$ cat config.mk
export PLATFORM = sky130hd
export DESIGN_NAME = ecwm_config_loader
export DESIGN_NICKNAME = d
export VERILOG_FILES = /design/src/hw/ecwm_pkg.sv /design/src/hw/ecwm_word_store.sv /design/src/hw/ecwm_port_slot.sv /design/src/hw/ecwm_config_loader.sv
export SDC_FILE = /design/constraint.sdc
export NUM_CORES = 1
export LEC_CHECK = 0
export BUFFER_PORTS_ARGS = -buffer_cell sky130_fd_sc_hd__buf_2
export CORE_MARGIN = 2
export CORE_UTILIZATION = 30
export DETAILED_ROUTE_END_ITERATION = 12
export REMOVE_ABC_BUFFERS = 1
export SLEW_MARGIN = 20
export SYNTH_ARGS = -nofsm -noshare
export SYNTH_HDL_FRONTEND = slang
export SYNTH_SLANG_ARGS = --single-unit
$ cat constraint.sdc
create_clock -name i_sys_clk -period 2.2 [get_ports i_sys_clk]
set_clock_uncertainty 0.1 [all_clocks]
set_input_delay 0.44 -clock i_sys_clk [delete_from_list [all_inputs] [get_ports i_sys_clk]]
set_output_delay 0.44 -clock i_sys_clk [all_outputs]
set_load 0.05 [all_outputs]
$ cat src/hw/ecwm_pkg.sv
// shared constants, types and the word-to-field mapping of the configuration word mapper
package ecwm_pkg;

    ////////////////////////////////////////////////////////////////////////////////
    // sizes
    localparam int ECWM_PORTS = 4;
    localparam int ECWM_WORDS = 10;
    localparam int ECWM_PORT_W = 2;
    localparam int ECWM_CNT_W = 4;

    // image word byte addresses covered by this block
    localparam logic [7:0] ECWM_ADDR_FIRST = 8'h0C;
    localparam logic [7:0] ECWM_ADDR_LAST  = 8'h1E;

    // index of each image word inside the shadow store
    localparam int W_CTRL   = 0;   // word 0Ch
    localparam int W_MARGIN = 1;   // word 0Eh
    localparam int W_NOMDRV = 2;   // word 10h
    localparam int W_NOMEMP = 3;   // word 12h
    localparam int W_PHY2   = 4;   // word 14h
    localparam int W_V4LO   = 5;   // word 16h
    localparam int W_V4HI   = 6;   // word 18h
    localparam int W_V5LO   = 7;   // word 1Ah
    localparam int W_V5HI   = 8;   // word 1Ch
    localparam int W_PHY3   = 9;   // word 1Eh

    typedef logic [ECWM_WORDS-1:0][15:0] ecwm_image_type;

    // defaults, highest index first
    localparam ecwm_image_type ECWM_IMAGE_DEFAULT = {
        16'h0000, 16'h7B08, 16'h3333, 16'h0000, 16'h0000,
        16'hC0A7, 16'hF6B5, 16'h0A73, 16'h916B, 16'h001D
    };

    ////////////////////////////////////////////////////////////////////////////////
    // source bit positions inside the image words
    localparam int B_ORDER_FREEZE = 10;
    localparam int B_SOF_LATENCY  = 11;
    localparam int B_SURPRISE     = 12;
    localparam int B_PM_DSEL      = 13;
    localparam int B_LTR          = 14;
    localparam int B_TOP          = 15;
    localparam int LVL_W          = 5;
    localparam int LVL0_LSB       = 0;
    localparam int LVL1_LSB       = 5;
    localparam int LVL2_LSB       = 10;
    localparam int PHYLAT_LSB     = 0;
    localparam int PHYLAT_W       = 4;
    localparam int RXDET_LSB      = 4;
    localparam int RXDET_W        = 3;
    localparam int HDELTA_LSB     = 7;
    localparam int HDELTA_W       = 5;
    localparam int CTRL6_MID_LSB  = 12;
    localparam int CTRL6_MID_W    = 4;
    localparam int V5HI_LSB       = 0;
    localparam int V5HI_W         = 8;
    localparam int CTRL6_TOP_LSB  = 8;
    localparam int CTRL6_TOP_W    = 3;
    localparam int REFCLK_LSB     = 11;
    localparam int REFCLK_W       = 5;
    localparam int PHY3_LSB       = 0;
    localparam int PHY3_W         = 12;
    localparam int MAC_LSB        = 12;
    localparam int MAC_W          = 4;

    ////////////////////////////////////////////////////////////////////////////////
    // per-port fields; prefix gives the configuration offset they land in
    typedef struct packed {
        logic        cc_order_frozen;                  // CCh[21]
        logic        cc_pm_data_select_rw;             // CCh[19]
        logic        r8c_alt_rate2_phy_mode;           // 8Ch[31]
        logic [3:0]  r8c_mac_ctrl;                     // 8Ch[29:26]
        logic [7:0]  r8c_vendor_phy_ctrl_word6;        // 8Ch[23:16]
        logic        r8c_sof_latency_mode;             // 8Ch[6]
        logic        r8c_ltr_en;                       // 8Ch[1]
        logic        r8c_surprise_down_en;             // 8Ch[0]
        logic        e4_obff_en;                       // E4h[18]
        logic        e4_boundary_check_en;             // E4h[12]
        logic [4:0]  r94_margin_drive_level_halfswing;   // 94h[14:10]
        logic [4:0]  r94_margin_drive_level_highdeemph;  // 94h[9:5]
        logic [4:0]  r94_margin_drive_level_lowdeemph;   // 94h[4:0]
        logic [4:0]  r74_nominal_drive_level_halfswing;  // 74h[30:26]
        logic [4:0]  r74_nominal_drive_level_highdeemph; // 74h[25:21]
        logic [4:0]  r74_nominal_drive_level_lowdeemph;  // 74h[20:16]
        logic [4:0]  r78_nominal_emphasis_rate2_high;  // 78h[30:26]
        logic [4:0]  r78_nominal_emphasis_rate2_low;   // 78h[25:21]
        logic [4:0]  r78_nominal_emphasis_rate1;       // 78h[20:16]
        logic [2:0]  r7c_receiver_detect_time;         // 7Ch[6:4]
        logic [3:0]  r7c_transmit_phy_latency;         // 7Ch[3:0]
        logic [11:0] r90_phy_param3_deltas;            // 90h[31:20]
        logic [4:0]  r90_halfswing_emphasis_delta;     // 90h[19:15]
        logic [31:0] r84_vendor_phy_ctrl_word4;        // 84h[31:0]
        logic [23:0] r88_vendor_phy_ctrl_word5;        // 88h[23:0]
        logic [4:0]  r98_refclk_buffer_ctrl;           // 98h[20:16]
    } ecwm_port_cfg_type;

    typedef ecwm_port_cfg_type [ECWM_PORTS-1:0] ecwm_cfg_array_type;

    typedef enum logic [1:0] {
        ST_IDLE,
        ST_COLLECT,
        ST_APPLY,
        ST_DONE
    } ecwm_state_type;

    ////////////////////////////////////////////////////////////////////////////////
    // fixed address-to-field mapping, shared by the loader and the reset value
    function automatic ecwm_port_cfg_type ecwm_map_image(input ecwm_image_type w);
        ecwm_port_cfg_type c;
        c = '0;
        c.cc_order_frozen                   = w[W_CTRL][B_ORDER_FREEZE];
        c.r8c_sof_latency_mode              = w[W_CTRL][B_SOF_LATENCY];
        c.r8c_surprise_down_en              = w[W_CTRL][B_SURPRISE];
        c.cc_pm_data_select_rw              = w[W_CTRL][B_PM_DSEL];
        c.r8c_ltr_en                        = w[W_CTRL][B_LTR];
        c.e4_boundary_check_en              = w[W_CTRL][B_TOP];
        c.r94_margin_drive_level_lowdeemph  = w[W_MARGIN][LVL0_LSB +: LVL_W];
        c.r94_margin_drive_level_highdeemph = w[W_MARGIN][LVL1_LSB +: LVL_W];
        c.r94_margin_drive_level_halfswing  = w[W_MARGIN][LVL2_LSB +: LVL_W];
        c.e4_obff_en                        = w[W_MARGIN][B_TOP];
        c.r74_nominal_drive_level_lowdeemph  = w[W_NOMDRV][LVL0_LSB +: LVL_W];
        c.r74_nominal_drive_level_highdeemph = w[W_NOMDRV][LVL1_LSB +: LVL_W];
        c.r74_nominal_drive_level_halfswing  = w[W_NOMDRV][LVL2_LSB +: LVL_W];
        c.r8c_alt_rate2_phy_mode            = w[W_NOMDRV][B_TOP];
        c.r78_nominal_emphasis_rate1        = w[W_NOMEMP][LVL0_LSB +: LVL_W];
        c.r78_nominal_emphasis_rate2_low    = w[W_NOMEMP][LVL1_LSB +: LVL_W];
        c.r78_nominal_emphasis_rate2_high   = w[W_NOMEMP][LVL2_LSB +: LVL_W];
        c.r7c_transmit_phy_latency          = w[W_PHY2][PHYLAT_LSB +: PHYLAT_W];
        c.r7c_receiver_detect_time          = w[W_PHY2][RXDET_LSB +: RXDET_W];
        c.r90_halfswing_emphasis_delta      = w[W_PHY2][HDELTA_LSB +: HDELTA_W];
        // word6 bit 0, bits 4:1 and bits 7:5 come from three different image words
        c.r8c_vendor_phy_ctrl_word6 = {w[W_V5HI][CTRL6_TOP_LSB +: CTRL6_TOP_W],
                                       w[W_PHY2][CTRL6_MID_LSB +: CTRL6_MID_W],
                                       w[W_NOMEMP][B_TOP]};
        c.r84_vendor_phy_ctrl_word4 = {w[W_V4HI], w[W_V4LO]};
        c.r88_vendor_phy_ctrl_word5 = {w[W_V5HI][V5HI_LSB +: V5HI_W], w[W_V5LO]};
        c.r98_refclk_buffer_ctrl    = w[W_V5HI][REFCLK_LSB +: REFCLK_W];
        c.r90_phy_param3_deltas     = w[W_PHY3][PHY3_LSB +: PHY3_W];
        c.r8c_mac_ctrl              = w[W_PHY3][MAC_LSB +: MAC_W];
        return c;
    endfunction

    localparam ecwm_port_cfg_type ECWM_CFG_RESET = ecwm_map_image(ECWM_IMAGE_DEFAULT);

endpackage

$ cat src/hw/ecwm_word_store.sv
// shadow store of image words 0Ch..1Eh, preset to their defaults
`timescale 1ns/1ps
`default_nettype none
module ecwm_word_store (
    // clock and reset
    input  wire logic                    i_sys_clk,
    input  wire logic                    i_rstn,
    // write side
    input  wire logic                    i_wr,
    input  wire logic [3:0]              i_wr_idx,
    input  wire logic [15:0]             i_wr_data,
    // image
    output ecwm_pkg::ecwm_image_type     o_image
);
    import ecwm_pkg::*;

    logic [15:0] word_reg  [ECWM_WORDS];
    logic [15:0] word_next [ECWM_WORDS];

    genvar gi;
    generate
        for (gi = 0; gi < ECWM_WORDS; gi++) begin : g_word
            always_comb begin
                word_next[gi] = word_reg[gi];
                if (i_wr && (i_wr_idx == 4'(gi))) begin
                    word_next[gi] = i_wr_data;
                end
            end

            // untouched words keep their stored value; reset loads the default
            always_ff @(posedge i_sys_clk or negedge i_rstn) begin
                if (!i_rstn) begin
                    word_reg[gi] <= ECWM_IMAGE_DEFAULT[gi];
                end else begin
                    word_reg[gi] <= word_next[gi];
                end
            end

            assign o_image[gi] = word_reg[gi];
        end
    endgenerate

endmodule
`default_nettype wire

$ cat src/hw/ecwm_port_slot.sv
// one port's loaded configuration fields
`timescale 1ns/1ps
`default_nettype none
module ecwm_port_slot (
    // clock and reset
    input  wire logic                      i_sys_clk,
    input  wire logic                      i_rstn,
    // load
    input  wire logic                      i_load,
    input  wire ecwm_pkg::ecwm_port_cfg_type i_cfg,
    // fields
    output ecwm_pkg::ecwm_port_cfg_type    o_cfg
);
    import ecwm_pkg::*;

    ecwm_port_cfg_type cfg_reg;
    ecwm_port_cfg_type cfg_next;

    always_comb begin
        cfg_next = cfg_reg;
        if (i_load) begin
            cfg_next = i_cfg;
        end
    end

    always_ff @(posedge i_sys_clk or negedge i_rstn) begin
        if (!i_rstn) begin
            cfg_reg <= ECWM_CFG_RESET;
        end else begin
            cfg_reg <= cfg_next;
        end
    end

    assign o_cfg = cfg_reg;

endmodule
`default_nettype wire

$ cat src/hw/ecwm_config_loader.sv
// configuration loader: collects image words and writes them into every port's fields
`timescale 1ns/1ps
`default_nettype none
module ecwm_config_loader (
    // clock and reset
    input  wire logic                      i_sys_clk,
    input  wire logic                      i_rstn,
    // from the serial memory reader
    input  wire logic                      i_load_start,
    input  wire logic                      i_image_valid,
    input  wire logic                      i_word_valid,
    input  wire logic [7:0]                i_word_addr,
    input  wire logic [15:0]               i_word_data,
    input  wire logic                      i_load_end,
    // per-port configuration fields
    output ecwm_pkg::ecwm_cfg_array_type   o_port_cfg,
    // status
    output logic                           o_load_busy,
    output logic                           o_load_done,
    output logic                           o_image_used,
    output logic [3:0]                     o_words_taken
);
    import ecwm_pkg::*;

    ////////////////////////////////////////////////////////////////////////////////
    // sequencer state
    ecwm_state_type         state_reg;
    ecwm_state_type         state_next;
    logic [ECWM_PORT_W-1:0] port_reg;
    logic [ECWM_PORT_W-1:0] port_next;
    logic                   busy_reg;
    logic                   busy_next;
    logic                   done_reg;
    logic                   done_next;
    logic                   used_reg;
    logic                   used_next;
    logic [ECWM_CNT_W-1:0]  count_reg;
    logic [ECWM_CNT_W-1:0]  count_next;

    logic                   word_in_range;
    logic                   word_take;
    logic [3:0]             word_idx;
    logic [7:0]             word_offset;
    ecwm_image_type         image;
    ecwm_port_cfg_type      mapped_cfg;

    ////////////////////////////////////////////////////////////////////////////////
    // word acceptance: only even addresses inside the covered span, only from a
    // valid image; anything else is dropped so the stored words survive
    always_comb begin
        word_offset   = i_word_addr - ECWM_ADDR_FIRST;
        word_idx      = word_offset[4:1];
        word_in_range = (i_word_addr >= ECWM_ADDR_FIRST) && (i_word_addr <= ECWM_ADDR_LAST)
                        && !i_word_addr[0];
        word_take     = (state_reg == ST_COLLECT) && i_word_valid && word_in_range
                        && i_image_valid;
    end

    ecwm_word_store u_store (
        .i_sys_clk (i_sys_clk),
        .i_rstn    (i_rstn),
        .i_wr      (word_take),
        .i_wr_idx  (word_idx),
        .i_wr_data (i_word_data),
        .o_image   (image)
    );

    assign mapped_cfg = ecwm_map_image(image);

    ////////////////////////////////////////////////////////////////////////////////
    // sequencer: collect words, then write one port per cycle
    always_comb begin
        state_next = state_reg;
        port_next  = port_reg;
        busy_next  = busy_reg;
        done_next  = done_reg;
        used_next  = used_reg;
        count_next = count_reg;
        unique case (state_reg)
            ST_IDLE: begin
                if (i_load_start) begin
                    state_next = ST_COLLECT;
                    busy_next  = 1'b1;
                    done_next  = 1'b0;
                    used_next  = 1'b0;
                    count_next = '0;
                end
            end
            ST_COLLECT: begin
                if (word_take) begin
                    count_next = count_reg + 4'(1);
                    used_next  = 1'b1;
                end
                // a word in the same cycle as the end is still stored first
                if (i_load_end) begin
                    state_next = ST_APPLY;
                    port_next  = '0;
                end
            end
            ST_APPLY: begin
                port_next = port_reg + 2'(1);
                if (port_reg == 2'(ECWM_PORTS - 1)) begin
                    state_next = ST_DONE;
                    busy_next  = 1'b0;
                    done_next  = 1'b1;
                end
            end
            ST_DONE: begin
                // a new start reloads; done drops until all ports are rewritten
                if (i_load_start) begin
                    state_next = ST_COLLECT;
                    busy_next  = 1'b1;
                    done_next  = 1'b0;
                    used_next  = 1'b0;
                    count_next = '0;
                end
            end
        endcase
    end

    always_ff @(posedge i_sys_clk or negedge i_rstn) begin
        if (!i_rstn) begin
            state_reg <= ST_IDLE;
            port_reg  <= '0;
            busy_reg  <= 1'b0;
            done_reg  <= 1'b0;
            used_reg  <= 1'b0;
            count_reg <= '0;
        end else begin
            state_reg <= state_next;
            port_reg  <= port_next;
            busy_reg  <= busy_next;
            done_reg  <= done_next;
            used_reg  <= used_next;
            count_reg <= count_next;
        end
    end

    ////////////////////////////////////////////////////////////////////////////////
    // per-port fields: same mapped value into every port
    genvar gp;
    generate
        for (gp = 0; gp < ECWM_PORTS; gp++) begin : g_port
            ecwm_port_slot u_slot (
                .i_sys_clk (i_sys_clk),
                .i_rstn    (i_rstn),
                .i_load    ((state_reg == ST_APPLY) && (port_reg == 2'(gp))),
                .i_cfg     (mapped_cfg),
                .o_cfg     (o_port_cfg[gp])
            );
        end
    endgenerate

    assign o_load_busy   = busy_reg;
    assign o_load_done   = done_reg;
    assign o_image_used  = used_reg;
    assign o_words_taken = count_reg;

endmodule
`default_nettype wire

Word-level counts from Yosys, hierarchy flattened
Cells that the tools add are included.

storage, ports and cells
  register bits after elaboration = 771
  bits of input ports = 30
  output and inout port bits = 607
  logic and storage cells = 192

operators by class
  $add $sub $neg = 3
  magnitude comparators = 2
  equal/unequal tests = 19
  muxes and demuxes = 17
  reduce and logical (&&, ||, !) cells = 31

operators by type and width
  cell                   count
  $logic_and A1 B1 Y1    19
  $eq A4 B3 Y1 const B   4
  $reduce_and A3 Y1      3
  $eq A2 B2 Y1 const B   4
  $eq A4 B2 Y1 const B   2
  $eq A4 B4 Y1 const B   2
  $ge A8 B4 Y1 const B   1
  $le A8 B5 Y1 const B   1
  $mux W2                4
  $mux W4                2
  $pmux W4 S2            1
  $pmux W1 S2            3
  $pmux W2 S3            1
  $reduce_bool A2 Y1     3
  $mux W1                5
  $sub A5 B4 Y5 const B  1
  $add A4 B1 Y4 const B  1
  $eq A2 B1 Y1 const B   2
  $eq A4 B1 Y1 const B   1
  $logic_not A2 Y1       2
  $logic_not A4 Y1       1
  $ne A2 B1 Y1 const B   2
  $ne A2 B2 Y1 const B   2
  $pmux W2 S2            1
  other kinds (4)        4

Longest topological paths before layout
Gate-level depths: netlist of the first run.

  word-level depth = 7
  depth in mapped cells = 7
  gate-level depth less buffers = 6

Hierarchy
Synthesis of the first run repeated with hierarchy kept, for this count alone.

second synthesis, totals
  cells, all modules = 1711
  area total of the unflattened synthesis = 31101.1 um^2

by module, submodules not included
  module              instances  cells each  area an instance (um^2)  seq. area each (um^2)
  ecwm_port_slot      4          317         6042.0                   3813.7
  ecwm_word_store     1          366         6165.9                   4068.9
  ecwm_config_loader  1          77          767.0                    275.3

Least setup slack after synthesis of the first run
Ideal clock, no wire load.

  kind = reg-to-reg
  start = reg state_reg[1]
  end = reg u_store.word_reg (netlist bit u_store.o_image[149])
  setup time = 125 ps
  data arrival time = 2073 ps
  data required time = 1975 ps
  path slack = -98 ps
  cell stages (with the launch flop) = 8
  buffers on the path = 1
  clock period less this slack = 2298 ps
  cell sequence = dfrtp_1 > inv_1 > ha_1 > nand4b_4 > or4b_4 > nor2_8 > buf_12 > mux2_4

on the way
  word-level cells in the longest chain between the ends = 5

RTL lines
  what                              line                       source
  from (decl)                       ecwm_config_loader.sv:27   ecwm_state_type state_reg;
  from (signal assigned)            ecwm_config_loader.sv:130  state_reg <= state_next;
  $eq A2 B1 Y1                      ecwm_config_loader.sv:55   word_take = (state_reg == ST_COLLECT) && i_word_valid && word_in_range
  $logic_and A1 B1 Y1 (2 in a row)  ecwm_config_loader.sv:55
  $logic_and A1 B1 Y1               ecwm_config_loader.sv:56   && i_image_valid;
  $logic_and A1 B1 Y1               ecwm_word_store.sv:25      if (i_wr && (i_wr_idx == 4'(gi))) begin
  to (signal, indexed assignment)   ecwm_word_store.sv:33      word_reg[gi] <= ECWM_IMAGE_DEFAULT[gi];
  to (signal, indexed assignment)   ecwm_word_store.sv:35      word_reg[gi] <= word_next[gi];
  to (decl)                         ecwm_word_store.sv:17      logic [15:0] word_reg [ECWM_WORDS];

No other way between the ends.
A chain may end at the register's enable or synchronous reset.

Worst setup path after layout of the first run
  start = reg state_reg[1]
  end = reg u_store.word_reg (netlist bit u_store.o_image[156])

Same word-level chain as after synthesis.

==> parameters.txt, run 1 <==
Parameter                              Value

Outcome
  Outcome ... finished, violations left
  Violated checks ... setup timing

Setup path
  Biggest cell delay along the critical path ... around 0.62 ns
  Kind of cell adding the most delay to the critical path ... simple AND/OR/NAND/NOR gates
  Worst path required time ... ~2.6 ns
  Nature of the critical path endpoint ... flop
  Worst path arrival time ... 2.62 ns
  Max FO, Critical Path ... 9
  Worst setup path start ... state_reg[1]$_DFFE_PN0P_
  Worst path buffer plus inverter count ... 2
  Start of the worst register-to-register path ... state_reg[1]$_DFFE_PN0P_
  Worst-path cell chain ... inv_2 -> ha_4 -> nand4b_4 -> or4b_4 -> nor2_8 -> buf_12 -> mux2_4
  Register-to-register path setup slack ... -0.02 ns
  Worst setup SP type ... flop
  Kind of critical path ... reg2reg
  Slowest CP cell ... sky130_fd_sc_hd__or4b_4

Layout
  Share of post-route cells with drive strength above 1 ... 75.9%
  Max FFs per register ... 600
  Summed area of non-filler cells in the final layout ... approximately 38,000 sq um
  Net count reported at finish ... roughly 2,500
  Area overhead of the layout relative to synthesis ... 31.8%

Timing
  Worst setup slack after layout ... -0.0158 ns
  Final hold violation count ... 0
  Slew of the pin with the lowest slew margin ... about 0.53 ns
  Crit path time final ... 2.22 ns
  Max Clk Rate ... 451 MHz
  Period Utilization, post-route ... 101%
  Number of max-slew violations in the final report ... 0
  Max transition margin ... 64.5%
  Worst slack on hold paths ... 0.0827 ns
  Finish-stage setup viols ... 7
  RSZ-0062 raised after global routing ... yes

Global routing
  Initial antenna violation count ... 9
  Global-route wire length before repair ... 124,000 um
  Via count of the first global-routing pass ... 18,900
  Total GRT Usage ... 16.6%
  Pin count of the biggest net entering global routing ... 79
  Total overflow reported by the global router ... 0

Synthesis
  Post-synthesis instance total ... 1,683
  Cells taking the most area after synthesis ... sky130_fd_sc_hd__dfrtp_1 45%, sky130_fd_sc_hd__mux2_2 28%, sky130_fd_sc_hd__dfstp_2 22%, sky130_fd_sc_hd__mux2_4 1.0%, sky130_fd_sc_hd__clkbuf_1 0.39%
  Commonest cells in the netlist ... 730 x sky130_fd_sc_hd__mux2_2, 521 x sky130_fd_sc_hd__dfrtp_1, 240 x sky130_fd_sc_hd__dfstp_2
  Portion of the post-synthesis area used by sequential elements ... roughly two thirds
  Distinct cell type count of the synthesized netlist ... 46
  Fraction of synthesized cell area taken by the top area cell type ... 45.1%
  Most repeated cell in the gate-level netlist after synthesis ... sky130_fd_sc_hd__mux2_2
  Portion of netlist area occupied by mux cells ... between 20% and 30%
  Share of synthesized cell area in full adder, half adder and majority cells ... 0.390%
  Post-synth top area cell ... sky130_fd_sc_hd__dfrtp_1
  Fraction of synthesized cell area in xor and xnor cells ... 0.0606%
  Netlist Area Pre-Place ... 28,900 sq um
  Largest family of logic cells by synthesized area ... multiplexers
  Share of the synthesized area in compound gates (AO/OA/AOI/OAI) ... 0.520%
  Average cell area after synthesis ... 17.2 sq um
  Count of flip-flops with a built-in enable after synthesis ... 0
  #FFs+latches synth ... between 700 and 800
  Fraction of registers with async set/reset ... between 90% and 100%
  Yosys warnings ... 0
  Most used DFF post-synth ... sky130_fd_sc_hd__dfrtp_1
  Basic-gate share of the synthesized area counting and, or, nand and nor cells ... under 10%

Clock tree
  TritonCTS clock tree ... built
  Bufs on Longest Clock Path ... 3
  Number of buffers created by CTS ... 86
  Clock transition at the register clock pins on the worst setup and hold paths after CTS ... around 0.060 ns
  Clk Latency, worst-skew pair ... 0.66 ns
  H-tree depth reported by CTS ... 3
  Root Buffer ... sky130_fd_sc_hd__clkbuf_16
  Clock sink count ... approximately 760

Place
  Port Buffer Count ... 636
  Post-placement cell area ... between 30,000 and 40,000 sq um
  Final HPWL from detailed placement ... between 60,000 and 70,000 um
  Weighted congestion at the end of routability-driven global placement ... slightly above 0.8

Route
  DRC violations left ... 0
  First-iteration detailed-routing DRC count ... 642
  Routed length per instance ... 22.0 um
  ANT nets after route ... 0
  Total number of vias ... 17,400
  Vias per cell ... 4.57
  Detailed-route wire length ... 83,800 um
  Detailed-routing iteration count for the pre-antenna-repair pass ... 4

Run
  Max-capacitance violation count ... 0

Worst hold path
  Worst Min Path Start ... i_word_data[4]
  Path category of the worst min-delay check ... in2reg

Floorplanning
  Io pins ... between 600 and 700
  Standard-cell row count ... about 110
  Area of the die ... 98,800 sq um
  Die Span X ... 314 um
  Floorplan die height ... 314 um
  Core Region ... roughly 95,000 sq um
  Initial Utilization ... 30.3%

Pwr
  Max IR drop VDD ... 559 uV
  Total power after layout ... 34.0 mW
  Power Density ... 894 nW/um^2
  Static Leakage ... 20.4 nW
-- report_power, final --
part | total, mW | switching (mW) | internal (mW)
registers | 14.8 | 0.304 | 14.5
logic | 4.67 | 3.00 | 1.67
clock network | 14.6 | 5.91 | 8.66
-- logic make-up (layout without fill, tap and decap cells) --
family	Yosys count	in the layout
AO/OA/AOI/OAI	17	17
XOR/XNOR	2	2
AND/OR/NAND/NOR	53	53
flip-flops	761	761
adder cells (fa/ha/maj)	9	9
multiplexers	752	752
other	0	2
buffers and inverters	89	941
-- routing by layer --
layer	routed length (um)	track usage (%)
met1	34300	20.2
met2	42500	28.7
met3	4520	3.93
met4	2420	5.97
met5	74	0
-- through the flow --
step                      util [%]  cells  setup TNS, ns  worst slack, ns
after floorplan                  -   1602       -1412.31            -2.36
after global placement        36.7   3634          -7.79           -0.163
after detailed placement      36.7   3634          -8.46           -0.181
after CTS                     39.9   3800         -0.111          -0.0257
after global routing          40.0   3801          -1.28          -0.0787
final                         40.0   3802        -0.0441          -0.0158
-- cells in the final DEF (no fill, tap or decap), types with 3 or more instances in the layout --
master                            n
sky130_fd_sc_hd__dfrtp_1        521
sky130_fd_sc_hd__clkbuf_1        20
sky130_fd_sc_hd__mux2_2         717
sky130_fd_sc_hd__buf_4           78
sky130_fd_sc_hd__clkbuf_8        20
sky130_fd_sc_hd__nor2_1           6
sky130_fd_sc_hd__mux2_4          33
sky130_fd_sc_hd__nor2_4           3
sky130_fd_sc_hd__buf_12          53
sky130_fd_sc_hd__buf_2          635
sky130_fd_sc_hd__inv_1            7
sky130_fd_sc_hd__dfstp_2        240
sky130_fd_sc_hd__nand2_4          4
sky130_fd_sc_hd__clkinv_8         4
sky130_fd_sc_hd__inv_6            3
sky130_fd_sc_hd__nand2_2          4
sky130_fd_sc_hd__clkbuf_16       87
sky130_fd_sc_hd__clkinv_2        15
sky130_fd_sc_hd__nand2_1          8
sky130_fd_sc_hd__clkinvlp_4       4
sky130_fd_sc_hd__nor3_1           4
sky130_fd_sc_hd__nor2b_1          3
sky130_fd_sc_hd__bufinv_16        6
sky130_fd_sc_hd__dlygate4sd3_1    3
sky130_fd_sc_hd__ha_1             8
-- worst paths after layout --
kind / to / depth (start not counted)
max reg2reg: u_store.o_image[156]$_DFFE_PN0P_ / 7
min: u_store.o_image[148]$_DFFE_PN0P_ / 2
max in group asynchronous: g_port[1].u_slot.o_cfg[24]$_DFFE_PN1P_ / 3
min in group asynchronous: g_port[1].u_slot.o_cfg[119]$_DFFE_PN0P_ / 2
max: u_store.o_image[156]$_DFFE_PN0P_ / 7
min reg2reg: o_load_done$_DFFE_PN0P_ / 1
-- repair_timing --
| item | in CTS | in global routing |
|---|---|---|
| pin swaps | 0 | 3 |
| endpoints found under the setup margin | 62 | 73 |
| cloned | 0 | 1 |
| buffers inserted | 2 | 0 |
| hold buffers | 3 | 0 |
| endpoints found under the hold margin | 19 | 0 |
| resized for setup | 9 | 13 |
-- final cells by class --
type | instances | area (sq um)
tap | 1265 | 1580
timing repair buffer | 772 | 4910
sequential | 761 | 19300
fill | 8815 | 57200
antenna | 2 | 5.00
multi-input combinational | 833 | 9290
clock buffer | 126 | 2500
inverter | 8 | 30.0
clock inverter | 35 | 427
Note: power is estimated with default switching activity, not from simulation.
==> run 2, diff against run 1 <==
- CORE_ASPECT_RATIO: not set -> 1.75
==> parameters.txt, run 2 (same netlist as run 1, synthesis figures left out) <==
Parameter                              Value

Pwr
  Net switching share of the total power ... 27.4% (+0.37 points)
  Static Leakage ... 20.2 nW (-0.64%)
  Max IR drop VDD ... 635 uV (+14%)
  Logic gate share of total power ... 14.7% (+1.0 points)
  Internal Pwr Total ... 23.5 mW (-5.2%)
  Sequential share of power ... 45.6% (+2.1 points)
  Net load switching power ... 8.89 mW (-3.4%)
  Power Density ... 859 nW/um^2 (-3.9%)
  Power share of the clock group ... 39.7% (-3.1 points)

Floorplanning
  Io pins ... 637 (unchanged)
  Area of the die ... 98,900 sq um (about the same)
  Core Region ... 95,500 sq um (+0.25%)
  Die Span X ... 239 um (-24%)
  Initial Utilization ... 30.3% (-0.075 points)
  Standard-cell row count ... 150 (+33%)
  Floorplan die height ... 415 um (+32%)

Setup path
  Kind of critical path ... reg2reg
  Start of the worst register-to-register path ... state_reg[1]$_DFFE_PN0P_
  Worst setup SP type ... flop
  Nature of the critical path endpoint ... flop
  Worst path arrival time ... 2.67 ns (+0.05 ns)
  Worst setup path start ... state_reg[1]$_DFFE_PN0P_
  Max FO, Critical Path ... 8 (-1)
  Worst path required time ... 2.61 ns (about the same)

Timing
  Crit path time final ... 2.27 ns (+0.0521 ns)
  Worst setup slack after layout ... -0.0679 ns (-0.0521 ns)
  Slew of the pin with the lowest slew margin ... 0.475 ns (-0.0582 ns)
  Number of max-slew violations in the final report ... 0 (unchanged)
  RSZ-0062 raised after global routing ... yes
  Period Utilization, post-route ... 103% (+2.4 points)
  Finish-stage setup viols ... 24 (+17)
  Max Clk Rate ... 441 MHz (-2.3%)
  Worst slack on hold paths ... 0.0911 ns (+0.00845 ns)
  Max transition margin ... 68.3% (+3.9 points)
  Final hold violation count ... 0 (unchanged)

Layout
  Share of post-route cells with drive strength above 1 ... 75.8% (about the same)
  Max FFs per register ... 600 (unchanged)
  Final standard cell count with taps included and fillers excluded ... 3,751 (-1.3%)
  Area overhead of the layout relative to synthesis ... 30.7%
  Leading cell type in the layout, fill and taps excluded ... sky130_fd_sc_hd__mux2_2
  Net count reported at finish ... 2,508 (+0.28%)
  Most used cells in the layout excluding fill and tap cells ... 712 x sky130_fd_sc_hd__mux2_2, 635 x sky130_fd_sc_hd__buf_2, 521 x sky130_fd_sc_hd__dfrtp_1, 240 x sky130_fd_sc_hd__dfstp_2, 93 x sky130_fd_sc_hd__buf_4

Clock tree
  Bufs on Longest Clock Path ... 3 (unchanged)
  Clk Latency, worst-skew pair ... 0.64 ns (-0.02 ns)
  H-tree depth reported by CTS ... 3 (unchanged)
  Clock transition at the register clock pins on the worst setup and hold paths after CTS ... 0.06 ns (about the same)
  TritonCTS clock tree ... built
  Number of buffers created by CTS ... 74 (-14%)
  Root Buffer ... sky130_fd_sc_hd__clkbuf_16
  Clock sink count ... 761 (unchanged)

Route
  ANT nets after route ... 0 (unchanged)
  Total number of vias ... 17,500 (+0.84%)
  Routed length per instance ... 22.7 um (+3.2%)
  First-iteration detailed-routing DRC count ... 615 (-4.2%)
  Detailed-routing iteration count for the pre-antenna-repair pass ... 4 (unchanged)
  Vias per cell ... 4.67 (+2.2%)
  Detailed-route wire length ... 85,300 um (+1.8%)
  DRC violations left ... 0 (unchanged)

Global routing
  Total GRT Usage ... 17.2% (+0.62 points)
  Pin count of the biggest net entering global routing ... 89 (+13%)
  Initial antenna violation count ... 7 (-2)
  Via count of the first global-routing pass ... 19,500 (+3.0%)
  Total overflow reported by the global router ... 0 (unchanged)
  Global-route wire length before repair ... 128,000 um (+3.9%)

Place
  Port Buffer Count ... 636 (unchanged)
  Worst setup slack before clock tree synthesis ... -0.206 ns (-0.0245 ns)
  Weighted congestion at the end of routability-driven global placement ... 0.811 (-0.14%)
  Cell count after placement ... 3,597 (-1.0%)
  Final HPWL from detailed placement ... 64,100 um (+2.8%)

Run
  Max-capacitance violation count ... 0 (unchanged)

Worst hold path
  Path category of the worst min-delay check ... in2reg
  Worst Min Path Start ... i_word_data[1]

Outcome
  Violated checks ... setup timing
  Outcome ... finished, violations left
## run 2: layer usage
metal	track usage (%)	vias up	part of all wire, %
met2	31.7	552	54
met1	18.7	9211	37
met5	0	-	0.013
met4	7.84	2	4.1
met3	3.63	159	5.3
li1	-	7581	-
## run 2: critical path, stage by stage (launching register included)
cell and delay, ns:
sky130_fd_sc_hd__dfrtp_1 0.39, sky130_fd_sc_hd__inv_2 0.08, sky130_fd_sc_hd__ha_4 0.15, sky130_fd_sc_hd__nand4b_4 0.09, sky130_fd_sc_hd__or4b_4 0.59, sky130_fd_sc_hd__buf_6 0.16
sky130_fd_sc_hd__nor2_8 0.10, sky130_fd_sc_hd__buf_12 0.16, sky130_fd_sc_hd__mux2_4 0.31
## run 2: worst paths after layout
check | endpoint | slack, ns | cells past startpoint
min reg2reg | o_load_done$_DFFE_PN0P_ | 0.39 | 1
max reg2reg | u_store.o_image[147]$_DFFE_PN0P_ | -0.07 | 8
min | u_store.o_image[113]$_DFFE_PN1P_ | 0.09 | 2
max in group asynchronous | g_port[0].u_slot.o_cfg[131]$_DFFE_PN1P_ | 0.89 | 4
max | u_store.o_image[147]$_DFFE_PN0P_ | -0.07 | 8
min in group asynchronous | u_store.o_image[93]$_DFFE_PN0P_ | 0.23 | 2
## run 2: area by class of cell
| class | instances | area, sq um |
|---|---|---|
| well taps | 1216 | 1520 |
| multi-input cells | 833 | 9310 |
| inverters | 8 | 30.0 |
| flip-flops and latches | 761 | 19300 |
| clock buffers | 104 | 2090 |
| clock inverters | 34 | 370 |
| fillers | 8890 | 57800 |
| diodes | 4 | 10.0 |
| repair buffers | 791 | 5090 |
## run 2: power groups by stage
stage	clock (mW)	combinational, mW	sequential (mW)
floorplan	0	1.71	16.0
global placement	0	4.65	15.0
detailed placement	0	4.75	15.0
CTS	13.3	4.79	14.8
global route	13.8	5.05	14.8
finish	12.9	4.77	14.8
## run 2: timing repair
item | in CTS | in global routing
gates resized for setup | 24 | 10
hold buffers | 2 | 0
setup endpoints to repair | 47 | 68
cloned | 2 | 0
hold endpoints to repair | 276 | 0
pin swaps | 4 | 2
setup buffers | 5 | 3
## run 2: metrics by stage
step	total power, mW	util [%]	TNS (ns)	instance area (sq um)
final	32.4	39.5	-0.937	37800
after global routing	33.7	39.5	-3.18	37800
after CTS	32.9	39.5	-2.81	37700
after detailed placement	19.8	36.7	-10.03	35000
after global placement	19.7	36.7	-10.18	35000
after floorplan	17.7	-	-1412.31	28500
